**config.mk**
```make
export PLATFORM = sky130hd
export DESIGN_NAME = complementary_output_timing
export DESIGN_NICKNAME = d
export VERILOG_FILES = /design/src/common/cog_timing_pkg.sv /design/src/logic/complementary_output_timing.sv
export VERILOG_INCLUDE_DIRS = /design/src /design/src/common
export SDC_FILE = /design/constraint.sdc
export NUM_CORES = 1
export LEC_CHECK = 0
export BUFFER_PORTS_ARGS = -buffer_cell sky130_fd_sc_hd__buf_4
export CAP_MARGIN = 5
export CORE_MARGIN = 3
export CORE_UTILIZATION = 28
export CTS_BUF_LIST = sky130_fd_sc_hd__clkbuf_4 sky130_fd_sc_hd__clkbuf_8 sky130_fd_sc_hd__clkbuf_16
export CTS_CLUSTER_DIAMETER = 150
export DETAILED_ROUTE_END_ITERATION = 10
export GPL_ROUTABILITY_DRIVEN = 1
export PLACE_DENSITY = 0.54
export SLEW_MARGIN = 10
export SYNTH_ARGS = -nofsm -noshare
export SYNTH_HDL_FRONTEND = slang
export SYNTH_SLANG_ARGS = --single-unit
```
**constraint.sdc**
```tcl
create_clock -name sys_clk -period 4.4 [get_ports sys_clk]
set_input_delay 0.22 -clock sys_clk [delete_from_list [all_inputs] [get_ports sys_clk]]
set_output_delay 0.22 -clock sys_clk [all_outputs]
set_load 0.005 [all_outputs]
```
**src/common/cog_timing_regs.svh**
```systemverilog
// Register map, field positions, reset values and counts of the
// complementary output timing block.
// Assumes a byte-addressed APB slave with one 32-bit word per register.
`ifndef COG_TIMING_REGS_SVH
`define COG_TIMING_REGS_SVH

// ----------------------------------------------------------------
// Register offsets
// ----------------------------------------------------------------
`define CT_OFS_STEER 8'h00
`define CT_OFS_RISE_DB 8'h04
`define CT_OFS_FALL_DB 8'h08
`define CT_OFS_RISE_BLK 8'h0C
`define CT_OFS_FALL_BLK 8'h10
`define CT_OFS_RISE_PH 8'h14
`define CT_OFS_CTL 8'h18
`define CT_OFS_STATUS 8'h1C

// ----------------------------------------------------------------
// Field positions
// ----------------------------------------------------------------
`define CT_STEER_FIXED_LSB 4
`define CT_CTL_RISE_SRC 7
`define CT_CTL_FALL_SRC 6
`define CT_STAT_WAVE 0
`define CT_STAT_PHASE 1
`define CT_STAT_PRIMARY 2
`define CT_STAT_COMPL 3
`define CT_STAT_DRIVE_LSB 4

// ----------------------------------------------------------------
// Reset values and counts
// ----------------------------------------------------------------
`define CT_RST_STEER 8'h00
`define CT_RST_COUNT 6'h00
`define CT_RST_CTL 8'h00
`define CT_RST_AGE 8'hFF
`define CT_CHAIN_DIV_DEFAULT 2

`endif

```
**src/common/cog_timing_pkg.sv**
```systemverilog
// Types shared by the complementary output timing block.
// Assumes nothing of its surroundings.
package cog_timing_pkg;
  typedef logic [5:0] count_t;
  typedef logic [7:0] age_t;
  typedef logic [7:0] chain_t;
endpackage

```
**src/logic/complementary_output_timing.sv**
```systemverilog
// Output steering and event timing of a four-output complementary
// generator, with an APB register slave.
// Assumes rise and fall events and the mode field synchronous to sys_clk.
//
// Contract
// Unrouted output drives its fixed level bit
// Routed output drives waveform with polarity inversion
// Steering honoured only when mode field 00x
// Rise dead-band counts clocks when source 0
// Rise dead-band counts chain elements when source 1
// Fall dead-band counts clocks when source 0
// Fall dead-band counts chain elements when source 1
// Rise blanking ignores fall events for count
// Fall blanking ignores rise events for count
// Rise events postponed by phase delay count
// Count registers read bits 7-6 as zero
// Rise blanking keeps value; others clear on reset
// Zero count adds no delay or blanking
`include "cog_timing_regs.svh"
`timescale 1ns/10ps
`default_nettype none

module complementary_output_timing #(
  parameter int CHAIN_DIV = `CT_CHAIN_DIV_DEFAULT
) (
  // Clock and reset
  input wire logic sys_clk,
  input wire logic rst_n,
  // APB slave
  input wire logic psel,
  input wire logic penable,
  input wire logic pwrite,
  input wire logic [7:0] paddr,
  input wire logic [31:0] pwdata,
  output logic [31:0] prdata,
  output logic pready,
  output logic pslverr,
  // Generator side
  input wire logic riseEvent,
  input wire logic fallEvent,
  input wire logic [2:0] generatorModeField,
  // Output pins
  output logic driveOutputA,
  output logic driveOutputB,
  output logic driveOutputC,
  output logic driveOutputD
);

  // ----------------------------------------------------------------
  // Elaboration checks
  // ----------------------------------------------------------------
  if (CHAIN_DIV < 1 || CHAIN_DIV > 255) begin : g_bad_div
    $error("CHAIN_DIV must lie in 1..255");
  end

  localparam cog_timing_pkg::chain_t CHAIN_LAST =
    cog_timing_pkg::chain_t'(CHAIN_DIV - 1);

  // ----------------------------------------------------------------
  // Register decode
  // ----------------------------------------------------------------
  function automatic logic isMapped(input logic [7:0] a);
    isMapped = (a == `CT_OFS_STEER) || (a == `CT_OFS_RISE_DB) ||
      (a == `CT_OFS_FALL_DB) || (a == `CT_OFS_RISE_BLK) ||
      (a == `CT_OFS_FALL_BLK) || (a == `CT_OFS_RISE_PH) ||
      (a == `CT_OFS_CTL) || (a == `CT_OFS_STATUS);
  endfunction

  function automatic logic isCount(input logic [7:0] a);
    isCount = (a == `CT_OFS_RISE_DB) || (a == `CT_OFS_FALL_DB) ||
      (a == `CT_OFS_RISE_BLK) || (a == `CT_OFS_FALL_BLK) ||
      (a == `CT_OFS_RISE_PH);
  endfunction

  // ----------------------------------------------------------------
  // State
  // ----------------------------------------------------------------
  logic [7:0] steer_ff, nxt_steer;
  logic [7:0] ctl_ff, nxt_ctl;
  logic [7:0] status;
  cog_timing_pkg::count_t riseDeadbandValue_ff, nxt_riseDeadbandValue;
  cog_timing_pkg::count_t fallDeadbandValue_ff, nxt_fallDeadbandValue;
  cog_timing_pkg::count_t riseBlankingValue_ff, nxt_riseBlankingValue;
  cog_timing_pkg::count_t fallBlankingValue_ff, nxt_fallBlankingValue;
  cog_timing_pkg::count_t risePhaseValue_ff, nxt_risePhaseValue;
  logic [31:0] rdata_ff, nxt_rdata;
  logic err_ff, nxt_err;
  cog_timing_pkg::chain_t chainCnt_ff, nxt_chainCnt;
  logic chainTick;
  logic phaseRun_ff, nxt_phaseRun;
  cog_timing_pkg::count_t phaseCnt_ff, nxt_phaseCnt;
  logic riseFire_ff, nxt_riseFire;
  logic wave_ff, nxt_wave;
  logic primary_ff, nxt_primary;
  logic compl_ff, nxt_compl;
  logic riseDbRun_ff, nxt_riseDbRun;
  logic fallDbRun_ff, nxt_fallDbRun;
  cog_timing_pkg::count_t riseDbCnt_ff, nxt_riseDbCnt;
  cog_timing_pkg::count_t fallDbCnt_ff, nxt_fallDbCnt;
  cog_timing_pkg::count_t riseBlkCnt_ff, nxt_riseBlkCnt;
  cog_timing_pkg::count_t fallBlkCnt_ff, nxt_fallBlkCnt;
  logic [3:0] drive_ff, nxt_drive;
  logic [3:0] waveBus;
  logic steerOn;
  logic setup, access, wrEn;
  logic riseAccept, fallAccept, tickRise, tickFall;

  // ----------------------------------------------------------------
  // APB slave
  // ----------------------------------------------------------------
  // Read data is captured in the setup cycle so prdata is a flop output;
  // the cost is nothing, the access phase never waits.
  assign setup = psel && !penable;
  assign access = psel && penable;
  assign wrEn = access && pwrite && isMapped(paddr);
  assign pready = access;
  assign pslverr = access && err_ff;
  assign prdata = rdata_ff;

  assign status = {drive_ff, compl_ff, primary_ff, phaseRun_ff, wave_ff};

  always_comb begin
    nxt_steer = steer_ff;
    nxt_ctl = ctl_ff;
    nxt_riseDeadbandValue = riseDeadbandValue_ff;
    nxt_fallDeadbandValue = fallDeadbandValue_ff;
    nxt_riseBlankingValue = riseBlankingValue_ff;
    nxt_fallBlankingValue = fallBlankingValue_ff;
    nxt_risePhaseValue = risePhaseValue_ff;
    nxt_rdata = rdata_ff;
    nxt_err = err_ff;
    if (setup) begin
      nxt_err = !isMapped(paddr);
      nxt_rdata = 32'h0000_0000;
      if (!pwrite) begin
        case (paddr)
          `CT_OFS_STEER: nxt_rdata[7:0] = steer_ff;
          `CT_OFS_RISE_DB: nxt_rdata[5:0] = riseDeadbandValue_ff;
          `CT_OFS_FALL_DB: nxt_rdata[5:0] = fallDeadbandValue_ff;
          `CT_OFS_RISE_BLK: nxt_rdata[5:0] = riseBlankingValue_ff;
          `CT_OFS_FALL_BLK: nxt_rdata[5:0] = fallBlankingValue_ff;
          `CT_OFS_RISE_PH: nxt_rdata[5:0] = risePhaseValue_ff;
          `CT_OFS_CTL: nxt_rdata[7:0] = ctl_ff;
          `CT_OFS_STATUS: nxt_rdata[7:0] = status;
          default: nxt_rdata = 32'h0000_0000;
        endcase
      end
    end
    if (wrEn) begin
      case (paddr)
        `CT_OFS_STEER: nxt_steer = pwdata[7:0];
        `CT_OFS_RISE_DB: nxt_riseDeadbandValue = pwdata[5:0];
        `CT_OFS_FALL_DB: nxt_fallDeadbandValue = pwdata[5:0];
        `CT_OFS_RISE_BLK: nxt_riseBlankingValue = pwdata[5:0];
        `CT_OFS_FALL_BLK: nxt_fallBlankingValue = pwdata[5:0];
        `CT_OFS_RISE_PH: nxt_risePhaseValue = pwdata[5:0];
        `CT_OFS_CTL: nxt_ctl = pwdata[7:0] & 8'hCF;
        default: nxt_ctl = ctl_ff;
      endcase
    end
  end

  always_ff @(posedge sys_clk or negedge rst_n) begin
    if (!rst_n) begin
      steer_ff <= `CT_RST_STEER;
      ctl_ff <= `CT_RST_CTL;
      riseDeadbandValue_ff <= `CT_RST_COUNT;
      fallDeadbandValue_ff <= `CT_RST_COUNT;
      fallBlankingValue_ff <= `CT_RST_COUNT;
      risePhaseValue_ff <= `CT_RST_COUNT;
      rdata_ff <= 32'h0000_0000;
      err_ff <= 1'b0;
    end else begin
      steer_ff <= nxt_steer;
      ctl_ff <= nxt_ctl;
      riseDeadbandValue_ff <= nxt_riseDeadbandValue;
      fallDeadbandValue_ff <= nxt_fallDeadbandValue;
      fallBlankingValue_ff <= nxt_fallBlankingValue;
      risePhaseValue_ff <= nxt_risePhaseValue;
      rdata_ff <= nxt_rdata;
      err_ff <= nxt_err;
    end
  end

  // Rise blanking survives reset; it is unknown only until first written
  always_ff @(posedge sys_clk) begin
    riseBlankingValue_ff <= nxt_riseBlankingValue;
  end

  // ----------------------------------------------------------------
  // Delay chain time base
  // ----------------------------------------------------------------
  // The analog chain is modelled as a clock divider; one element period
  // is CHAIN_DIV clocks, so resolution is coarser than the real chain.
  assign chainTick = (chainCnt_ff == CHAIN_LAST);

  always_comb begin
    nxt_chainCnt = chainTick ? 8'h00 : chainCnt_ff + 8'h01;
  end

  always_ff @(posedge sys_clk or negedge rst_n) begin
    if (!rst_n) begin
      chainCnt_ff <= 8'h00;
    end else begin
      chainCnt_ff <= nxt_chainCnt;
    end
  end

  // ----------------------------------------------------------------
  // Event timing
  // ----------------------------------------------------------------
  assign tickRise = ctl_ff[`CT_CTL_RISE_SRC] ? chainTick : 1'b1;
  assign tickFall = ctl_ff[`CT_CTL_FALL_SRC] ? chainTick : 1'b1;
  // A rise already being phase delayed absorbs further rises
  assign riseAccept = riseEvent && (fallBlkCnt_ff == 6'h00) &&
    !phaseRun_ff;
  // A fall coinciding with a rise firing loses to the rise
  assign fallAccept = fallEvent && (riseBlkCnt_ff == 6'h00) &&
    !riseFire_ff;

  always_comb begin
    nxt_phaseRun = phaseRun_ff;
    nxt_phaseCnt = phaseCnt_ff;
    nxt_riseFire = 1'b0;
    if (riseAccept) begin
      if (risePhaseValue_ff == 6'h00) begin
        nxt_riseFire = 1'b1;
      end else begin
        nxt_phaseRun = 1'b1;
        nxt_phaseCnt = risePhaseValue_ff;
      end
    end else if (phaseRun_ff) begin
      nxt_phaseCnt = phaseCnt_ff - 6'h01;
      if (phaseCnt_ff == 6'h01) begin
        nxt_riseFire = 1'b1;
        nxt_phaseRun = 1'b0;
      end
    end

    nxt_wave = wave_ff;
    nxt_primary = primary_ff;
    nxt_compl = compl_ff;
    nxt_riseDbRun = riseDbRun_ff;
    nxt_fallDbRun = fallDbRun_ff;
    nxt_riseDbCnt = riseDbCnt_ff;
    nxt_fallDbCnt = fallDbCnt_ff;
    nxt_riseBlkCnt = riseBlkCnt_ff;
    nxt_fallBlkCnt = fallBlkCnt_ff;
    if (riseBlkCnt_ff != 6'h00) begin
      nxt_riseBlkCnt = riseBlkCnt_ff - 6'h01;
    end
    if (fallBlkCnt_ff != 6'h00) begin
      nxt_fallBlkCnt = fallBlkCnt_ff - 6'h01;
    end
    if (riseDbRun_ff && tickRise) begin
      nxt_riseDbCnt = riseDbCnt_ff - 6'h01;
      if (riseDbCnt_ff == 6'h01) begin
        nxt_primary = 1'b1;
        nxt_riseDbRun = 1'b0;
      end
    end
    if (fallDbRun_ff && tickFall) begin
      nxt_fallDbCnt = fallDbCnt_ff - 6'h01;
      if (fallDbCnt_ff == 6'h01) begin
        nxt_compl = 1'b1;
        nxt_fallDbRun = 1'b0;
      end
    end
    if (riseFire_ff) begin
      nxt_wave = 1'b1;
      nxt_compl = 1'b0;
      nxt_fallDbRun = 1'b0;
      nxt_riseBlkCnt = riseBlankingValue_ff;
      if (riseDeadbandValue_ff == 6'h00) begin
        nxt_primary = 1'b1;
      end else begin
        nxt_riseDbRun = 1'b1;
        nxt_riseDbCnt = riseDeadbandValue_ff;
      end
    end else if (fallAccept) begin
      nxt_wave = 1'b0;
      nxt_primary = 1'b0;
      nxt_riseDbRun = 1'b0;
      nxt_fallBlkCnt = fallBlankingValue_ff;
      if (fallDeadbandValue_ff == 6'h00) begin
        nxt_compl = 1'b1;
      end else begin
        nxt_fallDbRun = 1'b1;
        nxt_fallDbCnt = fallDeadbandValue_ff;
      end
    end
  end

  always_ff @(posedge sys_clk or negedge rst_n) begin
    if (!rst_n) begin
      phaseRun_ff <= 1'b0;
      phaseCnt_ff <= `CT_RST_COUNT;
      riseFire_ff <= 1'b0;
      wave_ff <= 1'b0;
      primary_ff <= 1'b0;
      compl_ff <= 1'b0;
      riseDbRun_ff <= 1'b0;
      fallDbRun_ff <= 1'b0;
      riseDbCnt_ff <= `CT_RST_COUNT;
      fallDbCnt_ff <= `CT_RST_COUNT;
      riseBlkCnt_ff <= `CT_RST_COUNT;
      fallBlkCnt_ff <= `CT_RST_COUNT;
    end else begin
      phaseRun_ff <= nxt_phaseRun;
      phaseCnt_ff <= nxt_phaseCnt;
      riseFire_ff <= nxt_riseFire;
      wave_ff <= nxt_wave;
      primary_ff <= nxt_primary;
      compl_ff <= nxt_compl;
      riseDbRun_ff <= nxt_riseDbRun;
      fallDbRun_ff <= nxt_fallDbRun;
      riseDbCnt_ff <= nxt_riseDbCnt;
      fallDbCnt_ff <= nxt_fallDbCnt;
      riseBlkCnt_ff <= nxt_riseBlkCnt;
      fallBlkCnt_ff <= nxt_fallBlkCnt;
    end
  end

  // ----------------------------------------------------------------
  // Output steering
  // ----------------------------------------------------------------
  assign steerOn = (generatorModeField[2:1] == 2'b00);
  assign waveBus = {compl_ff, primary_ff, compl_ff, primary_ff};

  for (genvar i = 0; i < 4; i++) begin : g_steer
    assign nxt_drive[i] = (steerOn && !steer_ff[i]) ?
      steer_ff[i + `CT_STEER_FIXED_LSB] :
      (waveBus[i] ^ ctl_ff[i]);
  end

  always_ff @(posedge sys_clk or negedge rst_n) begin
    if (!rst_n) begin
      drive_ff <= 4'h0;
    end else begin
      drive_ff <= nxt_drive;
    end
  end

  assign driveOutputA = drive_ff[0];
  assign driveOutputB = drive_ff[1];
  assign driveOutputC = drive_ff[2];
  assign driveOutputD = drive_ff[3];

  // ----------------------------------------------------------------
  // Checks
  // ----------------------------------------------------------------
  cog_timing_pkg::age_t riseAge_ff, fallAge_ff, acceptAge_ff;
  logic afterReset_ff;

  always_ff @(posedge sys_clk or negedge rst_n) begin
    if (!rst_n) begin
      riseAge_ff <= `CT_RST_AGE;
      fallAge_ff <= `CT_RST_AGE;
      acceptAge_ff <= `CT_RST_AGE;
      afterReset_ff <= 1'b1;
    end else begin
      riseAge_ff <= riseFire_ff ? 8'h01 :
        ((riseAge_ff == 8'hFF) ? riseAge_ff : riseAge_ff + 8'h01);
      fallAge_ff <= fallAccept ? 8'h01 :
        ((fallAge_ff == 8'hFF) ? fallAge_ff : fallAge_ff + 8'h01);
      acceptAge_ff <= riseAccept ? 8'h01 :
        ((acceptAge_ff == 8'hFF) ? acceptAge_ff : acceptAge_ff + 8'h01);
      afterReset_ff <= 1'b0;
    end
  end
endmodule

`default_nettype wire

```
==> impl_metrics.ini <==
[outcome]
status = complete, but fails checks
violations = negative hold slack

[synthesis]
async_flop_share = 0.941
synth-main-ff-cell = dfrtp_1
yosys_warnings = 0
synth_edf_count = 6
avgSynthCellArea_um2 = 11.1
syn_area_um2 = 5420
synth-seq-area-share = 0.476
ys_ff_latch = 102
syn-instance-count = 490
synth_cell_type_count = 57

[detailed_routing]
routed.top_layer = met4
ant_nets = 0
drc = 0
dr_wl_met3_um = 544
routed_via_density = 4.87
wirelength_met1_um = 6250
routed-via-count = 3842
drtIter0Drc = 132
wl_um = 12700
wl_per_cell_um = 16.1
met2_length_um = 5810
first_pass_iters = 4

[sta]
maxSlewHeadroom = 0.293
finalClockSkew_ps = 5.47
finalCriticalPeriod_ps = 2310
rsz0062_at_grt = false
tns_ps = 0
tightest_slew_ps = 1050
hold_ws_ps = -25.1
fin_crit_sh = 0.525
final-max-slew-violation-count = 0
hold_viol = 30
timing.fmax_ghz = 0.433
setup_violations = 0

[cts]
cts_root_buf = clkbuf_16
tritoncts = yes
cts_buffers = 9
cts_resized = 0
clk_pin_slew_ps = 70
cts_hold_buffers = 0
cts_setup_buffers = 0
cts_max_level = 3
clk-insertion-delay-late_ps = 350
clock_sinks = 102
cts_buffer_depth = 2

[place]
dpl.cell_count = 773
portBuffers = 38
hpwl_um = 9510
place_congestion = 0.813

[critical_path]
crit_type = flip-flop to flip-flop
critPathLaunchType = flip-flop
r2r_cells = 4
crit_fanout = 11
cp.required_ps = 4680
reg2reg_from = riseDeadbandValue_ff[0]
rrSetupSlack_ps = 2090
end_kind = flip-flop
critPathArrivalTime_ps = 2590
r2r_end = riseDbCnt_ff[4]

[finish]
fin_nets = 585
post_route_cells_drive_above_1_share = 0.231
fillers = 1920
antenna_cells = 0
fin_cells = 789
area_growth_pct = 14.5

[grt]
grt_start_max_net_pins = 65
grt_pass1_vias = 3852
grt_use_total = 0.122
overflow = 0
antenna_found_initial = 0
grt_pass1_wl_um = 20800

[floorplanning]
ios = 88
start_util = 0.287
dieArea_um2 = 21100
coreArea_um2 = 18900
die_y_um = 145
num_rows = 50
die_x_um = 145

[min_path]
hp-class = primary input to asynchronous set/reset pin

[power_and_ir_drop]
ir_drop_mv = 0.186
powerDensity_nw_per_um2 = 479
p_leak_nw = 2.73

[job]
drv_cap = 0
power breakdown:
group          switching (mW)  leakage [nW]  total, mW  internal [mW]
Combinational           0.410          1.27      0.801          0.392
Clock                   0.353         0.157      0.866          0.513
Sequential              0.182          1.31       1.31           1.13
Total                   0.944          2.73       2.98           2.03
cell usage in the layout, fill, tap and decap left out, types with 3 or more instances in the layout:
cell	synthesis	final
mux2i_1	13	13
a21oi_1	10	10
edfxtp_1	6	6
nor4b_1	5	5
mux4_2	10	10
a22oi_1	4	4
nand3_1	11	11
ha_1	11	11
o31ai_1	3	3
a22o_1	6	6
or3_1	4	4
nand2b_1	5	5
o21ai_0	29	29
xor2_1	4	4
nor2_1	19	19
nand2_1	49	49
and2_1	6	6
dfrtp_1	96	96
clkbuf_16	0	9
mux2_2	42	42
o221ai_1	4	4
xnor2_1	17	17
and3_1	7	7
o2111ai_1	4	4
buf_4	25	40
o211ai_1	8	8
nor3_1	17	17
inv_1	21	21
conb_1	1	24
worst max-delay path, cell delays in order (launching register included):
cell and delay [ps]:
dfrtp_1 450, or4_4 570, o31ai_2 640, or4b_1 490, nand3_1 90
Yosys cell counts, types with 6 or more instances:
library cell | number | area, um^2
edfxtp_1 | 6 | 180
and2_1 | 6 | 37.5
buf_4 | 25 | 188
nand3_1 | 11 | 55.1
and3_1 | 7 | 43.8
mux2i_1 | 13 | 130
dfrtp_1 | 96 | 2400
nor2_1 | 19 | 71.3
ha_1 | 11 | 138
o211ai_1 | 8 | 60.1
nand2_1 | 49 | 184
a22o_1 | 6 | 52.6
clkbuf_1 | 10 | 37.5
inv_1 | 21 | 78.8
nor3_1 | 17 | 85.1
o21ai_0 | 29 | 145
mux2_2 | 42 | 473
a21oi_1 | 10 | 50.1
mux4_2 | 10 | 225
xnor2_1 | 17 | 149
metal layers:
metal | vias up | GRT usage
li1 | 1794 | -
met4 | 0 | 0.0247
met5 | - | 0
met1 | 1947 | 0.172
met3 | 7 | 0.0287
met2 | 94 | 0.193
worst max path at each step:
stage | startpoint | to | slack (ps)
after floorplan | riseDeadbandValue_ff[0] | riseDbCnt_ff[4] | 2540
after global placement | riseBlkCnt_ff[0] | fallDbCnt_ff[1] | 2150
after detailed placement | riseDeadbandValue_ff[0] | riseDbCnt_ff[4] | 2090
after CTS | riseDeadbandValue_ff[0] | riseDbCnt_ff[2] | 2080
after global routing | riseDeadbandValue_ff[0] | riseDbCnt_ff[2] | 1910
final | riseDeadbandValue_ff[0] | riseDbCnt_ff[4] | 2090
cell families after synthesis:
family	share of synthesized area
and+or+nand+nor	0.155
buffers and inverters	0.0605
other	0.000692
adders and majority gates	0.0254
DFF	0.476
AOI/OAI and AO/OA	0.0958
muxes	0.153
xor gates and xnor gates	0.0339
metrics by stage:
| step | power [mW] | hold WS [ps] | worst slack (ps) | utilization | instance area, um^2 |
|---|---|---|---|---|---|
| floorplan | 1.90 | -75.6 | 2540 | - | 5510 |
| global placement | 2.09 | 363 | 2150 | 0.312 | 5890 |
| detailed placement | 2.13 | 377 | 2090 | 0.312 | 5890 |
| CTS | 3.00 | 2.06 | 2080 | 0.329 | 6210 |
| global route | 3.17 | 34.5 | 1910 | 0.329 | 6210 |
| finish | 2.98 | -25.1 | 2090 | 0.329 | 6210 |
layout make-up:
cell class	count	area (um^2)	area share
clock buffers	11	240	0.0387
multi-input cells	350	2600	0.419
well taps	260	325	0.0524
inverters	21	78.8	0.0127
clock inverters	5	82.6	0.0133
repair buffers	40	300	0.0484
flip-flops and latches	102	2580	0.416
No activity file was read; power rests on OpenSTA's default activity.
